--- src/psm_pkg.sv ---
// Shared constants for the power and system management signalling block
package psm_pkg;
    localparam int unsigned CLK_HZ          = 20_000_000;
    localparam int unsigned FILTER_TIME_MS  = 16;
    localparam int unsigned FILTER_CYCLES   = (CLK_HZ / 1000) * FILTER_TIME_MS;
    localparam int unsigned RST_PULSE_MS    = 1;
    localparam int unsigned RST_PULSE_CYC   = (CLK_HZ / 1000) * RST_PULSE_MS;
    localparam int unsigned PEND_TIME_US    = 2;
    localparam int unsigned PEND_CYCLES     = (CLK_HZ / 1_000_000) * PEND_TIME_US;

    // Filtered input channel indices
    localparam int unsigned IN_PWR_BTN  = 0;
    localparam int unsigned IN_RST_BTN  = 1;
    localparam int unsigned IN_LID      = 2;
    localparam int unsigned IN_SLEEP    = 3;
    localparam int unsigned IN_WAKE_PCI = 4;
    localparam int unsigned IN_WAKE_GEN = 5;
    localparam int unsigned IN_BAT_LOW  = 6;
    localparam int unsigned IN_OVER_TMP = 7;
    localparam int unsigned IN_ALERT    = 8;
    localparam int unsigned NUM_IN      = 9;

    // System power states, one-hot
    typedef enum logic [4:0] {
        PSM_SOFT_OFF = 5'h01,
        PSM_RUN      = 5'h02,
        PSM_PENDING  = 5'h04,
        PSM_RAM      = 5'h08,
        PSM_DISK     = 5'h10
    } psm_state_t;
endpackage

--- src/psm_top.sv ---
// Power and system management signalling: input filters, power states, carrier reset
`timescale 1ns/1ns

module psm_filter #(
    parameter int unsigned STABLE = psm_pkg::FILTER_CYCLES,
    parameter int unsigned CNT_W  = $clog2(STABLE + 1)
) (
    input  wire logic clk_sys,
    input  wire logic arst_n,
    input  wire logic raw_n,
    output logic      level_n,
    output logic      fall,
    output logic      rise
);
    localparam logic [CNT_W-1:0] LAST = CNT_W'(STABLE - 1);

    typedef struct packed {
        logic             sync1;
        logic             sync2;
        logic             level;
        logic [CNT_W-1:0] cnt;
        logic             fall;
        logic             rise;
    } psm_flt_t;

    psm_flt_t st_reg;
    psm_flt_t st_next;

    // Two-stage synchroniser then a stability counter; idle level is high (pulled up)
    always_comb begin
        st_next       = st_reg;
        st_next.sync1 = raw_n;
        st_next.sync2 = st_reg.sync1;
        st_next.fall  = 1'b0;
        st_next.rise  = 1'b0;
        if (st_reg.sync2 == st_reg.level) begin
            st_next.cnt = '0;
        end else if (st_reg.cnt == LAST) begin
            // Only a level held for the whole window is accepted
            st_next.cnt   = '0;
            st_next.level = st_reg.sync2;
            st_next.fall  = ~st_reg.sync2;
            st_next.rise  = st_reg.sync2;
        end else begin
            st_next.cnt = st_reg.cnt + 1'b1;
        end
    end

    always_ff @(posedge clk_sys or negedge arst_n) begin
        if (!arst_n) begin
            st_reg <= '{sync1: 1'b1, sync2: 1'b1, level: 1'b1, cnt: '0, fall: 1'b0, rise: 1'b0};
        end else begin
            st_reg <= st_next;
        end
    end

    assign level_n = st_reg.level;
    assign fall    = st_reg.fall;
    assign rise    = st_reg.rise;
endmodule

module psm_top #(
    parameter int unsigned FILTER_CYCLES = psm_pkg::FILTER_CYCLES,
    parameter int unsigned RST_PULSE_CYC = psm_pkg::RST_PULSE_CYC,
    parameter int unsigned PEND_CYCLES   = psm_pkg::PEND_CYCLES
) (
    input  wire logic clk_sys,
    input  wire logic arst_n,
    input  wire logic power_button_n,
    input  wire logic reset_button_n,
    input  wire logic supply_good,
    input  wire logic main_supply_low,
    input  wire logic watchdog_timeout,
    input  wire logic sw_reset_req,
    input  wire logic suspend_ram_req,
    input  wire logic suspend_disk_req,
    input  wire logic cpu_thermal_shutdown,
    input  wire logic pcie_wake_n,
    input  wire logic general_wake_n,
    input  wire logic battery_low_n,
    input  wire logic over_temp_in_n,
    input  wire logic mgmt_bus_alert_n,
    input  wire logic lid_n,
    input  wire logic sleep_button_n,
    output logic      carrier_reset_n,
    output logic      suspend_pending_n,
    output logic      suspend_ram_n,
    output logic      suspend_disk_n,
    output logic      soft_off_n,
    output logic      thermal_trip_n,
    output logic      system_mgmt_interrupt_n,
    output logic      power_button_evt,
    output logic      lid_evt,
    output logic      sleep_button_evt,
    output logic      power_mgmt_evt,
    output logic      over_temp_evt,
    output logic      wake_evt
);
    localparam int unsigned RST_W  = $clog2(RST_PULSE_CYC + 1);
    localparam int unsigned PEND_W = $clog2(PEND_CYCLES + 1);
    localparam logic [RST_W-1:0]  RST_LOAD  = RST_W'(RST_PULSE_CYC);
    localparam logic [PEND_W-1:0] PEND_LAST = PEND_W'(PEND_CYCLES - 1);
    localparam int unsigned N = psm_pkg::NUM_IN;

    typedef struct packed {
        psm_pkg::psm_state_t state;
        logic                to_disk;
        logic [PEND_W-1:0]   pend_cnt;
        logic [RST_W-1:0]    rst_cnt;
        logic                carrier_reset_n;
        logic                suspend_pending_n;
        logic                suspend_ram_n;
        logic                suspend_disk_n;
        logic                thermal_trip_n;
        logic                smi_n;
        logic                pwr_evt;
        logic                lid_evt;
        logic                sleep_evt;
        logic                pm_evt;
        logic                ot_evt;
        logic                wake_evt;
    } psm_top_t;

    psm_top_t     st_reg;
    psm_top_t     st_next;
    logic [N-1:0] raw_n;
    logic [N-1:0] lvl_n;
    logic [N-1:0] fall;
    logic         wake_any;

    assign raw_n = {mgmt_bus_alert_n, over_temp_in_n, battery_low_n, general_wake_n, pcie_wake_n,
                    sleep_button_n, lid_n, reset_button_n, power_button_n};

    // One filter per button or event input
    genvar gi;
    generate
        for (gi = 0; gi < N; gi++) begin : g_flt
            psm_filter #(
                .STABLE (FILTER_CYCLES)
            ) u_flt (
                .clk_sys (clk_sys),
                .arst_n  (arst_n),
                .raw_n   (raw_n[gi]),
                .level_n (lvl_n[gi]),
                .fall    (fall[gi]),
                .rise    ()
            );
        end
    endgenerate

    // Wake sources for a suspended system; alert wakes as well as interrupting
    assign wake_any = fall[psm_pkg::IN_PWR_BTN] | fall[psm_pkg::IN_SLEEP]
                    | fall[psm_pkg::IN_WAKE_PCI] | fall[psm_pkg::IN_WAKE_GEN]
                    | fall[psm_pkg::IN_ALERT];

    always_comb begin
        st_next           = st_reg;
        st_next.pwr_evt   = fall[psm_pkg::IN_PWR_BTN];
        st_next.lid_evt   = fall[psm_pkg::IN_LID];
        st_next.sleep_evt = fall[psm_pkg::IN_SLEEP];
        st_next.pm_evt    = fall[psm_pkg::IN_BAT_LOW];
        st_next.ot_evt    = fall[psm_pkg::IN_OVER_TMP];
        st_next.smi_n     = lvl_n[psm_pkg::IN_ALERT];
        st_next.wake_evt  = 1'b0;

        // Reset pulse is timed, so a button held low cannot keep the carrier in reset
        if (fall[psm_pkg::IN_RST_BTN] || watchdog_timeout || sw_reset_req) begin
            st_next.rst_cnt = RST_LOAD;
        end else if (st_reg.rst_cnt != '0) begin
            st_next.rst_cnt = st_reg.rst_cnt - 1'b1;
        end
        // Supply faults hold reset for as long as they last
        st_next.carrier_reset_n = supply_good && !main_supply_low
                                && (st_next.rst_cnt == '0);

        // Thermal trip stays latched until the next power-on reset
        if (cpu_thermal_shutdown) begin
            st_next.thermal_trip_n = 1'b0;
        end

        case (st_reg.state)
            psm_pkg::PSM_SOFT_OFF: begin
                if (fall[psm_pkg::IN_PWR_BTN]) begin
                    st_next.state    = psm_pkg::PSM_RUN;
                    st_next.wake_evt = 1'b1;
                end
            end
            psm_pkg::PSM_RUN: begin
                if (suspend_disk_req || suspend_ram_req) begin
                    st_next.state    = psm_pkg::PSM_PENDING;
                    st_next.to_disk  = suspend_disk_req;
                    st_next.pend_cnt = '0;
                end
            end
            psm_pkg::PSM_PENDING: begin
                // Announce the suspend before the rails are dropped
                if (st_reg.pend_cnt == PEND_LAST) begin
                    st_next.state = st_reg.to_disk ? psm_pkg::PSM_DISK : psm_pkg::PSM_RAM;
                end else begin
                    st_next.pend_cnt = st_reg.pend_cnt + 1'b1;
                end
            end
            psm_pkg::PSM_RAM, psm_pkg::PSM_DISK: begin
                if (wake_any) begin
                    st_next.state    = psm_pkg::PSM_RUN;
                    st_next.wake_evt = 1'b1;
                end
            end
            default: begin
                st_next.state = psm_pkg::PSM_SOFT_OFF;
            end
        endcase

        // Suspend indicators decoded from the next state; soft-off also drops both
        st_next.suspend_pending_n = (st_next.state != psm_pkg::PSM_PENDING);
        st_next.suspend_ram_n     = (st_next.state == psm_pkg::PSM_RUN)
                                  || (st_next.state == psm_pkg::PSM_PENDING);
        st_next.suspend_disk_n    = (st_next.state != psm_pkg::PSM_DISK)
                                  && (st_next.state != psm_pkg::PSM_SOFT_OFF);
    end

    always_ff @(posedge clk_sys or negedge arst_n) begin
        if (!arst_n) begin
            st_reg <= '{state: psm_pkg::PSM_SOFT_OFF, to_disk: 1'b0, pend_cnt: '0, rst_cnt: '0,
                        carrier_reset_n: 1'b0, suspend_pending_n: 1'b1, suspend_ram_n: 1'b0,
                        suspend_disk_n: 1'b0, thermal_trip_n: 1'b1, smi_n: 1'b1, pwr_evt: 1'b0,
                        lid_evt: 1'b0, sleep_evt: 1'b0, pm_evt: 1'b0, ot_evt: 1'b0,
                        wake_evt: 1'b0};
        end else begin
            st_reg <= st_next;
        end
    end

    assign carrier_reset_n         = st_reg.carrier_reset_n;
    assign suspend_pending_n       = st_reg.suspend_pending_n;
    assign suspend_ram_n           = st_reg.suspend_ram_n;
    assign suspend_disk_n          = st_reg.suspend_disk_n;
    assign soft_off_n              = st_reg.suspend_disk_n;
    assign thermal_trip_n          = st_reg.thermal_trip_n;
    assign system_mgmt_interrupt_n = st_reg.smi_n;
    assign power_button_evt        = st_reg.pwr_evt;
    assign lid_evt                 = st_reg.lid_evt;
    assign sleep_button_evt        = st_reg.sleep_evt;
    assign power_mgmt_evt          = st_reg.pm_evt;
    assign over_temp_evt           = st_reg.ot_evt;
    assign wake_evt                = st_reg.wake_evt;
endmodule

--- config.mk ---
export PLATFORM = sky130hd
export DESIGN_NAME = psm_top
export DESIGN_NICKNAME = d
export VERILOG_FILES = /design/src/psm_pkg.sv /design/src/psm_top.sv
export SDC_FILE = /design/constraint.sdc
export NUM_CORES = 1
export LEC_CHECK = 0
export BUFFER_PORTS_ARGS = -buffer_cell sky130_fd_sc_hd__buf_2
export CAP_MARGIN = 15
export CORE_UTILIZATION = 60
export CTS_CLUSTER_DIAMETER = 100
export CTS_CLUSTER_SIZE = 8
export DETAILED_ROUTE_END_ITERATION = 7
export PLACE_DENSITY_LB_ADDON = 0.12
export SLEW_MARGIN = 25
export SYNTH_ARGS = -nofsm -noshare
export SYNTH_HDL_FRONTEND = slang
export SYNTH_SLANG_ARGS = --single-unit
--- constraint.sdc ---
create_clock -name clk_sys -period 5.2 [get_ports clk_sys]
set_input_delay 1.04 -clock clk_sys [delete_from_list [all_inputs] [get_ports clk_sys]]
set_output_delay 1.04 -clock clk_sys [all_outputs]
set_load 0.01 [all_outputs]
-- After elaboration in Yosys (flattened, before gate mapping)
Index checks and enable logic that the tools add are counted.
- equal/unequal tests: 31
- muxes and demuxes: 49
- reduce and logical (&&, ||, !) cells: 23
- bitwise gates (word level): 22
- $add $sub $neg: 11
- operator list (kind ; count):
    $mux 19 ; 18
    $add 19x1->19 const B ; 9
    $eq 19x19->1 const B ; 9
    $mux 2 ; 18
    $mux 15 ; 2
    $mux 5 ; 4
    $pmux 5 s4 ; 1
    $reduce_and 2->1 ; 10
    $not 1->1 ; 18
    $logic_not 15->1 ; 1
    $reduce_bool 15->1 ; 1
    $sub 15x1->15 const B ; 1
    $mux 12 ; 1
    $pmux 6 s2 ; 1
    $eq 5x2->1 const B ; 2
    $eq 5x3->1 const B ; 2
    $eq 1x1->1 ; 9
    $add 6x1->6 const B ; 1
    $eq 6x6->1 const B ; 1
    $mux 6 ; 1
    $eq 5x1->1 const B ; 1
    $eq 5x4->1 const B ; 1
    $eq 5x5->1 const B ; 1
    $ne 5x1->1 const B ; 1
    other kinds (12) ; 22
- logic and storage cells: 197
- output and inout port bits: 13
- input port bits: 18
- register bits: 246

-- Longest topological paths before layout
Gate-level depths: netlist of run 1.
- word-level depth: 8
- depth in mapped cells: 8
- mapped depth without buffers: 7

-- Hierarchy
From an unflattened synthesis of run 1, not the netlist that was laid out.
- cells, all modules: 1131
- area total of the unflattened synthesis: 12061.6 um2
- modules (own cells, without submodules) (module ; cells each ; sequential area each (um2) ; area each (um2) ; instances):
    psm_filter at g_flt[0].u_flt ... ; 106 ; 604.3 ; 1129.8 ; 8
    psm_top ; 177 ; 980.9 ; 1850.5 ; 1
    psm_filter at g_flt[4].u_flt ; 106 ; 604.3 ; 1172.4 ; 1

-- Least setup slack after synthesis of run 1
Ideal clock, no wire load.
- path type: reg-to-reg
- start: register st_reg[12] in the netlist's numbering
- end: register st_reg (netlist bit carrier_reset_n)
- stages on the path, launching flop included: 8
- setup time: 0.120 ns
- clock period less this slack: 2.266 ns
- arrival: 2.145 ns
- slack: 2.934 ns
- buffers on the path: 0
- cell sequence: dfrtp_1 > inv_1 > ha_1 > nor4b_1 > nand4_2 > and4_1 > o2111a_1 > and4_1
- RTL lines (what ; line ; source):
    start: declaration ; psm_top.sv:124 ; psm_top_t st_reg;
    start signal: assignment ; psm_top.sv:224 ; st_reg <= '{state: psm_pkg::PSM_SOFT_OFF, to_disk: 1'b0, pend_cnt: '0, rst_cnt: '0,
    start signal: assignment ; psm_top.sv:230 ; st_reg <= st_next;

==> results.py, run 1 <==
metrics = {
    "critical_path": {
        "crit_top_cell": "and4_1",
        "crit_family": "simple AND/OR/NAND/NOR gates",
        "crit_type": "reg -> reg",
        "reg2reg_depth": 7,
        "critPathLaunch": "st_reg[12]",
        "rr_endpoint": "carrier_reset_n",
        "r2r_start": "st_reg[12]",
        "worstPathArrival_ps": 3060,
        "critical-path-slowest-cell": "nor4b_1",
        "crit_fanout": 9,
        "r2r_slack_ps": 2530,
        "end_kind": "register",
        "worstPathRequired_ps": 5590,
        "cp-start-kind": "register",
        "path_cells": "inv_1 -> ha_1 -> nor4b_1 -> nand4_2 -> and4_1 -> o2111a_1 -> and4_1",
        "worst-path-stages": 7,
        "slowest_delay_ps": 750,
        "critPathBufInv": 1,
        "critPathCapture": "carrier_reset_n",
    },
    "die": {
        "io_pins": 31,
        "core_area_um2": 18200,
        "rows": 49,
        "initial_core_util": 0.619,
        "die_x_um": 139,
        "die_y_um": 139,
        "dieArea_um2": 19300,
    },
    "synthesis": {
        "ys_warn_count": 0,
        "syn_nets": 1131,
        "synthFlopType": "dfrtp_1",
        "synth_seq_cells": 246,
        "synth_edf_count": 0,
        "netlist_instances": 1102,
        "netlist_area_um2": 11300,
        "synth.avg_cell_area_um2": 10.2,
        "ys_seq_area_frac": 0.550,
        "synth_async_sr_flop_share": 1.00,
        "ys_types": 55,
    },
    "sta": {
        "rsz0062_at_grt": "no",
        "setup_viol": 0,
        "hold_viol_final": 0,
        "slew_violations": 0,
        "tns_ps": 0,
        "relSlewSlack": 0.385,
        "finClkSkew_ps": 9.97,
        "period_share": 0.513,
        "worstMarginPinSlew_ps": 910,
        "max_freq_mhz": 375,
        "min_period_ps": 2670,
    },
    "clock_network": {
        "cts_tree": "done",
        "cts_buffers": 36,
        "clock_latency_ps": 500,
        "post_cts_buffers": 0,
        "path_clk_slew_ps": 50,
        "postCtsHoldBufs": 0,
        "htreeDepth": 2,
        "clkSinkCount": 246,
        "cts_root_buffer": "clkbuf_16",
        "cts_resized": 0,
        "clock_path_buffers": 3,
    },
    "drt": {
        "first_pass_iters": 7,
        "wl_per_cell_um": 14.4,
        "drt_iter0_drc": 347,
        "drtAntennaViolNets": 0,
        "drc_errors": 3,
        "wl_um": 20300,
        "vias_per_cell": 5.63,
        "num_vias": 7929,
    },
    "global_routing": {
        "grt_pass1_wl_um": 36100,
        "grt.total_usage": 0.225,
        "antenna_found_initial": 0,
        "grt_overflow_total": 0,
        "grt_pass1_vias": 7887,
        "grt_max_degree": 128,
    },
    "placement": {
        "gp_congestion": 0.862,
        "hpwl_um": 12600,
        "io_buffers": 30,
        "placed_cells": 1343,
    },
    "cells_and_area": {
        "area_growth_pct": 13.0,
        "instances_no_fill": 1409,
        "layout-drive-gt1-share": 0.103,
        "n_antenna_cell": 0,
        "fin_nets": 1182,
        "largest_reg_flops": 180,
        "layout_common_cells": "nor2_1, dfrtp_1, xor2_1",
        "final_common_cell": "nor2_1",
    },
    "outcome": {
        "status": "finished, violations left",
        "violations": "design-rule violations",
    },
    "power_and_ir_drop": {
        "leakage_nw": 5.55,
        "max-vdd-ir-drop_mv": 0.219,
        "p_per_area_nw_per_um2": 336,
    },
    "job": {
        "drv_cap": 0,
    },
    "min_path": {
        "holdCritPathClass": "reg -> reg",
    },
}
worst min-delay path by stage:
| stage | start | depth (start not counted) | slack [ps] | endpoint |
|---|---|---|---|---|
| after CTS | g_flt[6].u_flt.fall | 0 | 340 | power_mgmt_evt |
| after global routing | g_flt[6].u_flt.st_next[22] | 0 | 360 | g_flt[6].u_flt.st_reg[22] |
| final | g_flt[6].u_flt.fall | 0 | 340 | power_mgmt_evt |
| after floorplan | g_flt[2].u_flt.fall | 0 | 330 | lid_evt |
| after detailed placement | g_flt[6].u_flt.fall | 0 | 330 | power_mgmt_evt |
| after global placement | g_flt[6].u_flt.fall | 0 | 330 | power_mgmt_evt |
where the power goes:
part	internal [mW]	leakage [nW]	total, mW	switching [mW]
Sequential	1.95	3.27	1.99	0.0330
Combinational	0.0443	1.78	0.141	0.0968
Clock	1.34	0.502	2.15	0.810
Total	3.34	5.55	4.28	0.939
synth_stat cells, types with 3 or more instances:
library cell | number | area share
and3_1 | 26 | 0.014
and4_1 | 14 | 0.011
dfrtp_1 | 215 | 0.48
nand4_1 | 41 | 0.023
o21ai_0 | 12 | 0.0053
nand2b_1 | 4 | 0.0022
and4b_1 | 3 | 0.0027
xor2_1 | 97 | 0.075
and2_1 | 10 | 0.0056
mux2i_1 | 4 | 0.0036
o31ai_1 | 3 | 0.0020
or2_2 | 5 | 0.0028
xnor2_1 | 70 | 0.054
or4_1 | 7 | 0.0047
nor2b_1 | 3 | 0.0017
nor3_1 | 38 | 0.017
nand3b_1 | 4 | 0.0027
or4bb_1 | 3 | 0.0030
mux2_2 | 9 | 0.0090
clkbuf_1 | 16 | 0.0053
dfstp_2 | 31 | 0.072
nand2_1 | 73 | 0.024
nor4_1 | 21 | 0.012
a21oi_1 | 8 | 0.0036
nor4bb_1 | 3 | 0.0027
nand3_1 | 78 | 0.035
nor4b_1 | 3 | 0.0023
nor2_1 | 216 | 0.072
ha_1 | 11 | 0.012
nor3b_1 | 11 | 0.0073
inv_1 | 30 | 0.010
or3_1 | 6 | 0.0033
layout make-up:
cell class | count | area, um^2
flip-flops and latches | 246 | 6190
fillers | 1385 | 5470
multi-input cells | 806 | 4880
clock buffers | 63 | 1030
well taps | 229 | 287
repair buffers | 33 | 215
inverters | 30 | 113
clock inverters | 2 | 17.5
through the flow:
step | power, mW | hold WS [ps] | utilization | area [um^2] | setup WS (ps)
finish | 4.28 | 344 | 0.700 | 12700 | 2530
CTS | 4.32 | 344 | 0.698 | 12700 | 2600
floorplan | 2.08 | 331 | - | 11300 | 2930
global route | 4.43 | 358 | 0.700 | 12700 | 2370
detailed placement | 2.16 | 335 | 0.640 | 11700 | 2600
global placement | 2.15 | 335 | 0.640 | 11700 | 2600
cells by family (layout without fill, tap and decap cells):
family	count (synthesis)	in the layout	share of synthesized area
simple gates	576	576	0.255
flops	246	246	0.550
xor+xnor	167	167	0.130
buf+inv	50	128	0.0173
compound gates	39	39	0.0234
mux	13	13	0.0125
fa+ha+maj	11	11	0.0122
worst reg2reg max path, stage by stage, from the launching register on:
cell and delay (ps):
dfrtp_1 410, inv_1 80, ha_1 190, nor4b_1 750
nand4_2 390, and4_1 340, o2111a_1 230, and4_1 170
metal layers:
| metal | wire length [um] | share of wire | GRT usage |
|---|---|---|---|
| met2 | 9460 | 0.47 | 0.361 |
| met5 | 0 | 0 | 0 |
| met1 | 9800 | 0.48 | 0.312 |
| met3 | 696 | 0.034 | 0.0387 |
| met4 | 388 | 0.019 | 0.0743 |
Note: power is estimated with default switching activity, not from simulation.
==> inputs of run 2 (changes only) <==
- CORE_UTILIZATION: 60 -> 56
- clock period: 5.2 -> 2.2 ns (I/O delays scaled with it)
==> results.py, run 2 (synthesized netlist as in run 1, its figures left out) <==
metrics = {
    "clock_network": {
        "clkSinkCount": 246,
        "clock_latency_ps": 500,
        "cts_tree": "done",
        "path_clk_slew_ps": 50,
        "cts_buffers": 36,
        "cts_root_buffer": "clkbuf_16",
        "clock_path_buffers": 3,
        "htreeDepth": 2,
    },
    "critical_path": {
        "crit_type": "reg -> reg",
        "end_kind": "register",
        "crit_fanout": 3,
        "worstPathArrival_ps": 2760,
        "worstPathRequired_ps": 2620,
        "cp-start-kind": "register",
    },
    "power_and_ir_drop": {
        "p_per_area_nw_per_um2": 770,
        "max-vdd-ir-drop_mv": 0.496,
        "leakage_nw": 5.76,
    },
    "die": {
        "rows": 51,
        "die_x_um": 144,
        "initial_core_util": 0.575,
        "core_area_um2": 19600,
        "io_pins": 31,
        "dieArea_um2": 20700,
        "die_y_um": 144,
    },
    "sta": {
        "relSlewSlack": 0.697,
        "timing.final.ws_setup_ps": -143,
        "tns_ps": -143,
        "slew_violations": 0,
        "period_share": 1.07,
        "finClkSkew_ps": 12.3,
        "min_period_ps": 2340,
        "worstMarginPinSlew_ps": 451,
        "setup_viol": 1,
        "hold_viol_final": 0,
        "max_freq_mhz": 427,
        "rsz0062_at_grt": "yes",
    },
    "outcome": {
        "status": "finished, violations left",
        "violations": "negative setup slack",
    },
    "drt": {
        "drc_errors": 0,
        "drtAntennaViolNets": 0,
        "wl_um": 20500,
        "drt_iter0_drc": 313,
        "num_vias": 7935,
        "first_pass_iters": 4,
        "wl_per_cell_um": 13.8,
        "vias_per_cell": 5.34,
    },
    "placement": {
        "gp_congestion": 0.841,
        "io_buffers": 30,
        "hpwl_um": 13300,
        "placed_cell_area_um2": 12000,
    },
    "cells_and_area": {
        "largest_reg_flops": 180,
        "final_common_cell": "nor2_1",
        "nFillCells": 1552,
        "area_growth_pct": 16.5,
        "layout-drive-gt1-share": 0.136,
        "layout_common_cells": "nor2_1, dfrtp_1, xor2_1",
        "n_antenna_cell": 0,
        "design_area_um2": 13100,
        "multi_input_area_um2": 4890,
        "fin_nets": 1224,
        "seqCellArea_um2": 6190,
    },
    "global_routing": {
        "grt_max_degree": 69,
        "antenna_found_initial": 0,
        "grt_pass1_wl_um": 36100,
        "grt_pass1_vias": 7707,
        "grt.total_usage": 0.213,
        "grt_overflow_total": 0,
    },
    "job": {
        "drv_cap": 0,
    },
    "min_path": {
        "holdCritPathClass": "in -> reg",
    },
}
-- run 2: timing repair --
item | 4_1_cts | 5_1_grt
setup endpoints to repair | 1 | 1
endpoints found under the hold margin | 22 | 0
gates resized for setup | 0 | 4
pin swaps | 0 | 3
setup buffers | 1 | 2
hold buffers | 1 | 0
-- run 2: layout make-up --
class,instances,area share
well taps,265,0.0253
flip-flops and latches,246,0.472
inverters,30,0.00858
repair buffers,75,0.0419
clock inverters,2,0.00133
multi-input cells,806,0.373
clock buffers,62,0.0784
-- run 2: final timing paths --
path / startpoint / to / slack, ps / cells past startpoint
max: st_reg[12] / carrier_reset_n / -140 / 7
min: sleep_button_n / g_flt[3].u_flt.st_next[22] / 40 / 1
max reg2reg: st_reg[12] / carrier_reset_n / -140 / 7
min reg2reg: g_flt[2].u_flt.fall / lid_evt / 340 / 0
max in group asynchronous: arst_n / thermal_trip_n / 1140 / 3
min in group asynchronous: arst_n / st_reg[32] / 390 / 2
-- run 2: report_power, final --
group	switching, mW	internal [mW]	total, mW
combinational	0.249	0.159	0.408
sequential	0.0710	4.62	4.69
clock	1.87	3.15	5.02
-- run 2: per-layer routing --
layer  vias up  track usage  share of wire
met3        37       0.0347          0.032
met5         -            0              0
met2       110        0.333           0.45
met1      3821        0.304           0.50
li1       3967            -              -
met4         0       0.0666          0.020
-- run 2: worst max-delay path, cell delays in order (launching register included) --
cell and delay [ps]:
dfrtp_1 380, inv_1 60, ha_2 170, or4b_4 480
or4_1 410, a221o_1 350, and4bb_1 240, and4_1 180
-- run 2: metrics by stage --
step | total power, mW | util | hold WS [ps] | worst slack, ps | cells
detailed placement | 5.17 | 0.615 | 306 | -122 | 1418
floorplan | 4.93 | - | 144 | -61.9 | 1102
CTS | 10.3 | 0.669 | 22.0 | -125 | 1484
global placement | 5.16 | 0.615 | 307 | -57.6 | 1418
finish | 10.1 | 0.670 | 39.6 | -143 | 1486
global route | 10.5 | 0.670 | 25.4 | -234 | 1486
==> inputs of run 3 (changes only) <==
==> constraint.sdc (replaced) <==
create_clock -name clk_sys -period 2.2 [get_ports clk_sys]
set_input_delay 0.22 -clock clk_sys [delete_from_list [all_inputs] [get_ports clk_sys]]
set_output_delay 0.22 -clock clk_sys [all_outputs]
set_load 0.01 [all_outputs]
==> results.py, run 3 (synthesized netlist as in run 1, its figures left out) <==
metrics = {
    "die": {
        "core_area_um2": 19600,
        "dieArea_um2": 20700,
        "initial_core_util": 0.575,
        "rows": 51,
        "io_pins": 31,
        "die_y_um": 144,
        "die_x_um": 144,
    },
    "critical_path": {
        "crit_fanout": 3,
        "critPathBufInv": 1,
        "slowest_delay_ps": 490,
        "worstPathRequired_ps": 2630,
        "critical-path-slowest-cell": "or4b_4",
        "crit_type": "reg -> reg",
        "r2r_start": "st_reg[12]",
        "end_kind": "register",
        "critPathLaunch": "st_reg[12]",
        "worstPathArrival_ps": 2710,
        "path_cells": "inv_1 -> ha_1 -> or4b_4 -> or4_1 -> a221o_1 -> and4bb_1 -> and4_1",
        "cp-start-kind": "register",
        "crit_family": "simple AND/OR/NAND/NOR gates",
    },
    "cells_and_area": {
        "post-route-util": 0.677,
        "layout-drive-gt1-share": 0.134,
        "area_growth_pct": 17.6,
        "seqCellArea_um2": 6190,
        "nFillCells": 1571,
        "n_antenna_cell": 0,
        "design_area_um2": 13300,
        "fin_nets": 1237,
        "largest_reg_flops": 180,
        "final_common_cell": "nor2_1",
        "layout_common_cells": "nor2_1, dfrtp_1, xor2_1",
        "multi_input_area_um2": 4890,
    },
    "clock_network": {
        "cts_buffers": 36,
        "clock_path_buffers": 3,
        "path_clk_slew_ps": 50,
        "clock_latency_ps": 500,
        "post_cts_buffers": 0,
        "cts_root_buffer": "clkbuf_16",
        "htreeDepth": 2,
        "clkSinkCount": 246,
        "cts_tree": "done",
    },
    "min_path": {
        "holdCritPathClass": "in -> reg",
        "worstHoldStart": "suspend_ram_req",
    },
    "drt": {
        "wl_per_cell_um": 14.2,
        "vias_per_cell": 5.36,
        "wl_um": 21200,
        "num_vias": 8039,
        "drtAntennaViolNets": 0,
        "drc_errors": 0,
        "first_pass_iters": 4,
        "drt_iter0_drc": 391,
    },
    "placement": {
        "hpwl_um": 13900,
        "placed_cell_area_um2": 12100,
        "io_buffers": 30,
        "gp_congestion": 0.848,
    },
    "sta": {
        "max_freq_mhz": 439,
        "timing.final.ws_setup_ps": -75.4,
        "setup_viol": 1,
        "worstMarginPinSlew_ps": 563,
        "tns_ps": -75.4,
        "finClkSkew_ps": 13.9,
        "min_period_ps": 2280,
        "slew_violations": 0,
        "hold_viol_final": 0,
        "period_share": 1.03,
        "relSlewSlack": 0.625,
        "rsz0062_at_grt": "yes",
    },
    "power_and_ir_drop": {
        "power_frac_comb": 0.041,
        "p_sw_frac": 0.220,
        "p_seq_frac": 0.460,
        "clockPowerShare": 0.498,
        "max-vdd-ir-drop_mv": 0.501,
        "leakage_nw": 5.82,
        "finalPower_mw": 10.2,
        "p_int_mw": 7.95,
        "power.switching_mw": 2.24,
        "p_per_area_nw_per_um2": 769,
    },
    "global_routing": {
        "grt_overflow_total": 0,
        "antenna_found_initial": 0,
        "grt_pass1_vias": 8123,
        "grt_max_degree": 73,
        "grt.total_usage": 0.220,
        "grt_pass1_wl_um": 37100,
    },
    "job": {
        "drv_cap": 0,
    },
    "outcome": {
        "violations": "negative setup slack",
        "status": "finished, violations left",
    },
}
[run 3: cell count changes in the layout (fill, tap and decap cells not counted), sizes merged]
cell and change:
buf +2, clkbuf +1, dlygate4sd3 +11
[run 3: power by group through the flow]
| stage | registers [mW] | logic (mW) | clock network (mW) |
|---|---|---|---|
| after floorplan | 4.75 | 0.180 | 0 |
| after global placement | 4.76 | 0.407 | 0 |
| after detailed placement | 4.76 | 0.414 | 0 |
| after CTS | 4.69 | 0.432 | 5.20 |
| after global routing | 4.70 | 0.481 | 5.40 |
| final | 4.69 | 0.422 | 5.08 |
[run 3: layout make-up]
type / count / area share
sequential: 246 / 0.467
clock buffer: 63 / 0.0780
clock inverter: 2 / 0.00132
inverter: 30 / 0.00849
multi-input combinational: 806 / 0.369
tap: 265 / 0.0250
timing repair buffer: 88 / 0.0510
[run 3: final timing paths]
| check | slack, ps | depth (start not counted) | to |
|---|---|---|---|
| worst min-delay path | 30 | 4 | st_reg[35] |
| worst min register to register | 350 | 0 | lid_evt |
| worst max register to register | -80 | 7 | carrier_reset_n |
| min in group asynchronous | 280 | 2 | st_reg[29] |
| max in group asynchronous | 1200 | 3 | g_flt[7].u_flt.st_next[22] |
| worst max-delay path | -80 | 7 | carrier_reset_n |
[run 3: stage by stage]
step | setup slack [ps] | cells | hold slack [ps]
after global routing | -196 | 1500 | 32.1
after floorplan | -61.9 | 1102 | -75.6
final | -75.4 | 1500 | 32.5
after detailed placement | -82.3 | 1423 | 226
after global placement | -56.9 | 1423 | 229
after CTS | -85.0 | 1500 | 13.1
[run 3: timing repair]
action,4_1_cts,5_1_grt
resized for setup,0,1
hold buffers,12,0
setup endpoints to repair,1,1
endpoints found under the hold margin,71,0
[run 3: metal layers]
metal	vias to the layer above	track usage	wire, um
li1	3988	-	-
met1	3907	0.300	10200
met2	107	0.358	10000
met3	37	0.0370	610
met4	0	0.0733	388
met5	-	0	0
[run 3: worst register-to-register path: stages, from the launching register on]
cell,delay (ps)
dfrtp_1,370
inv_1,60
ha_1,150
or4b_4,490
or4_1,410
a221o_1,310
and4bb_1,250
and4_1,180
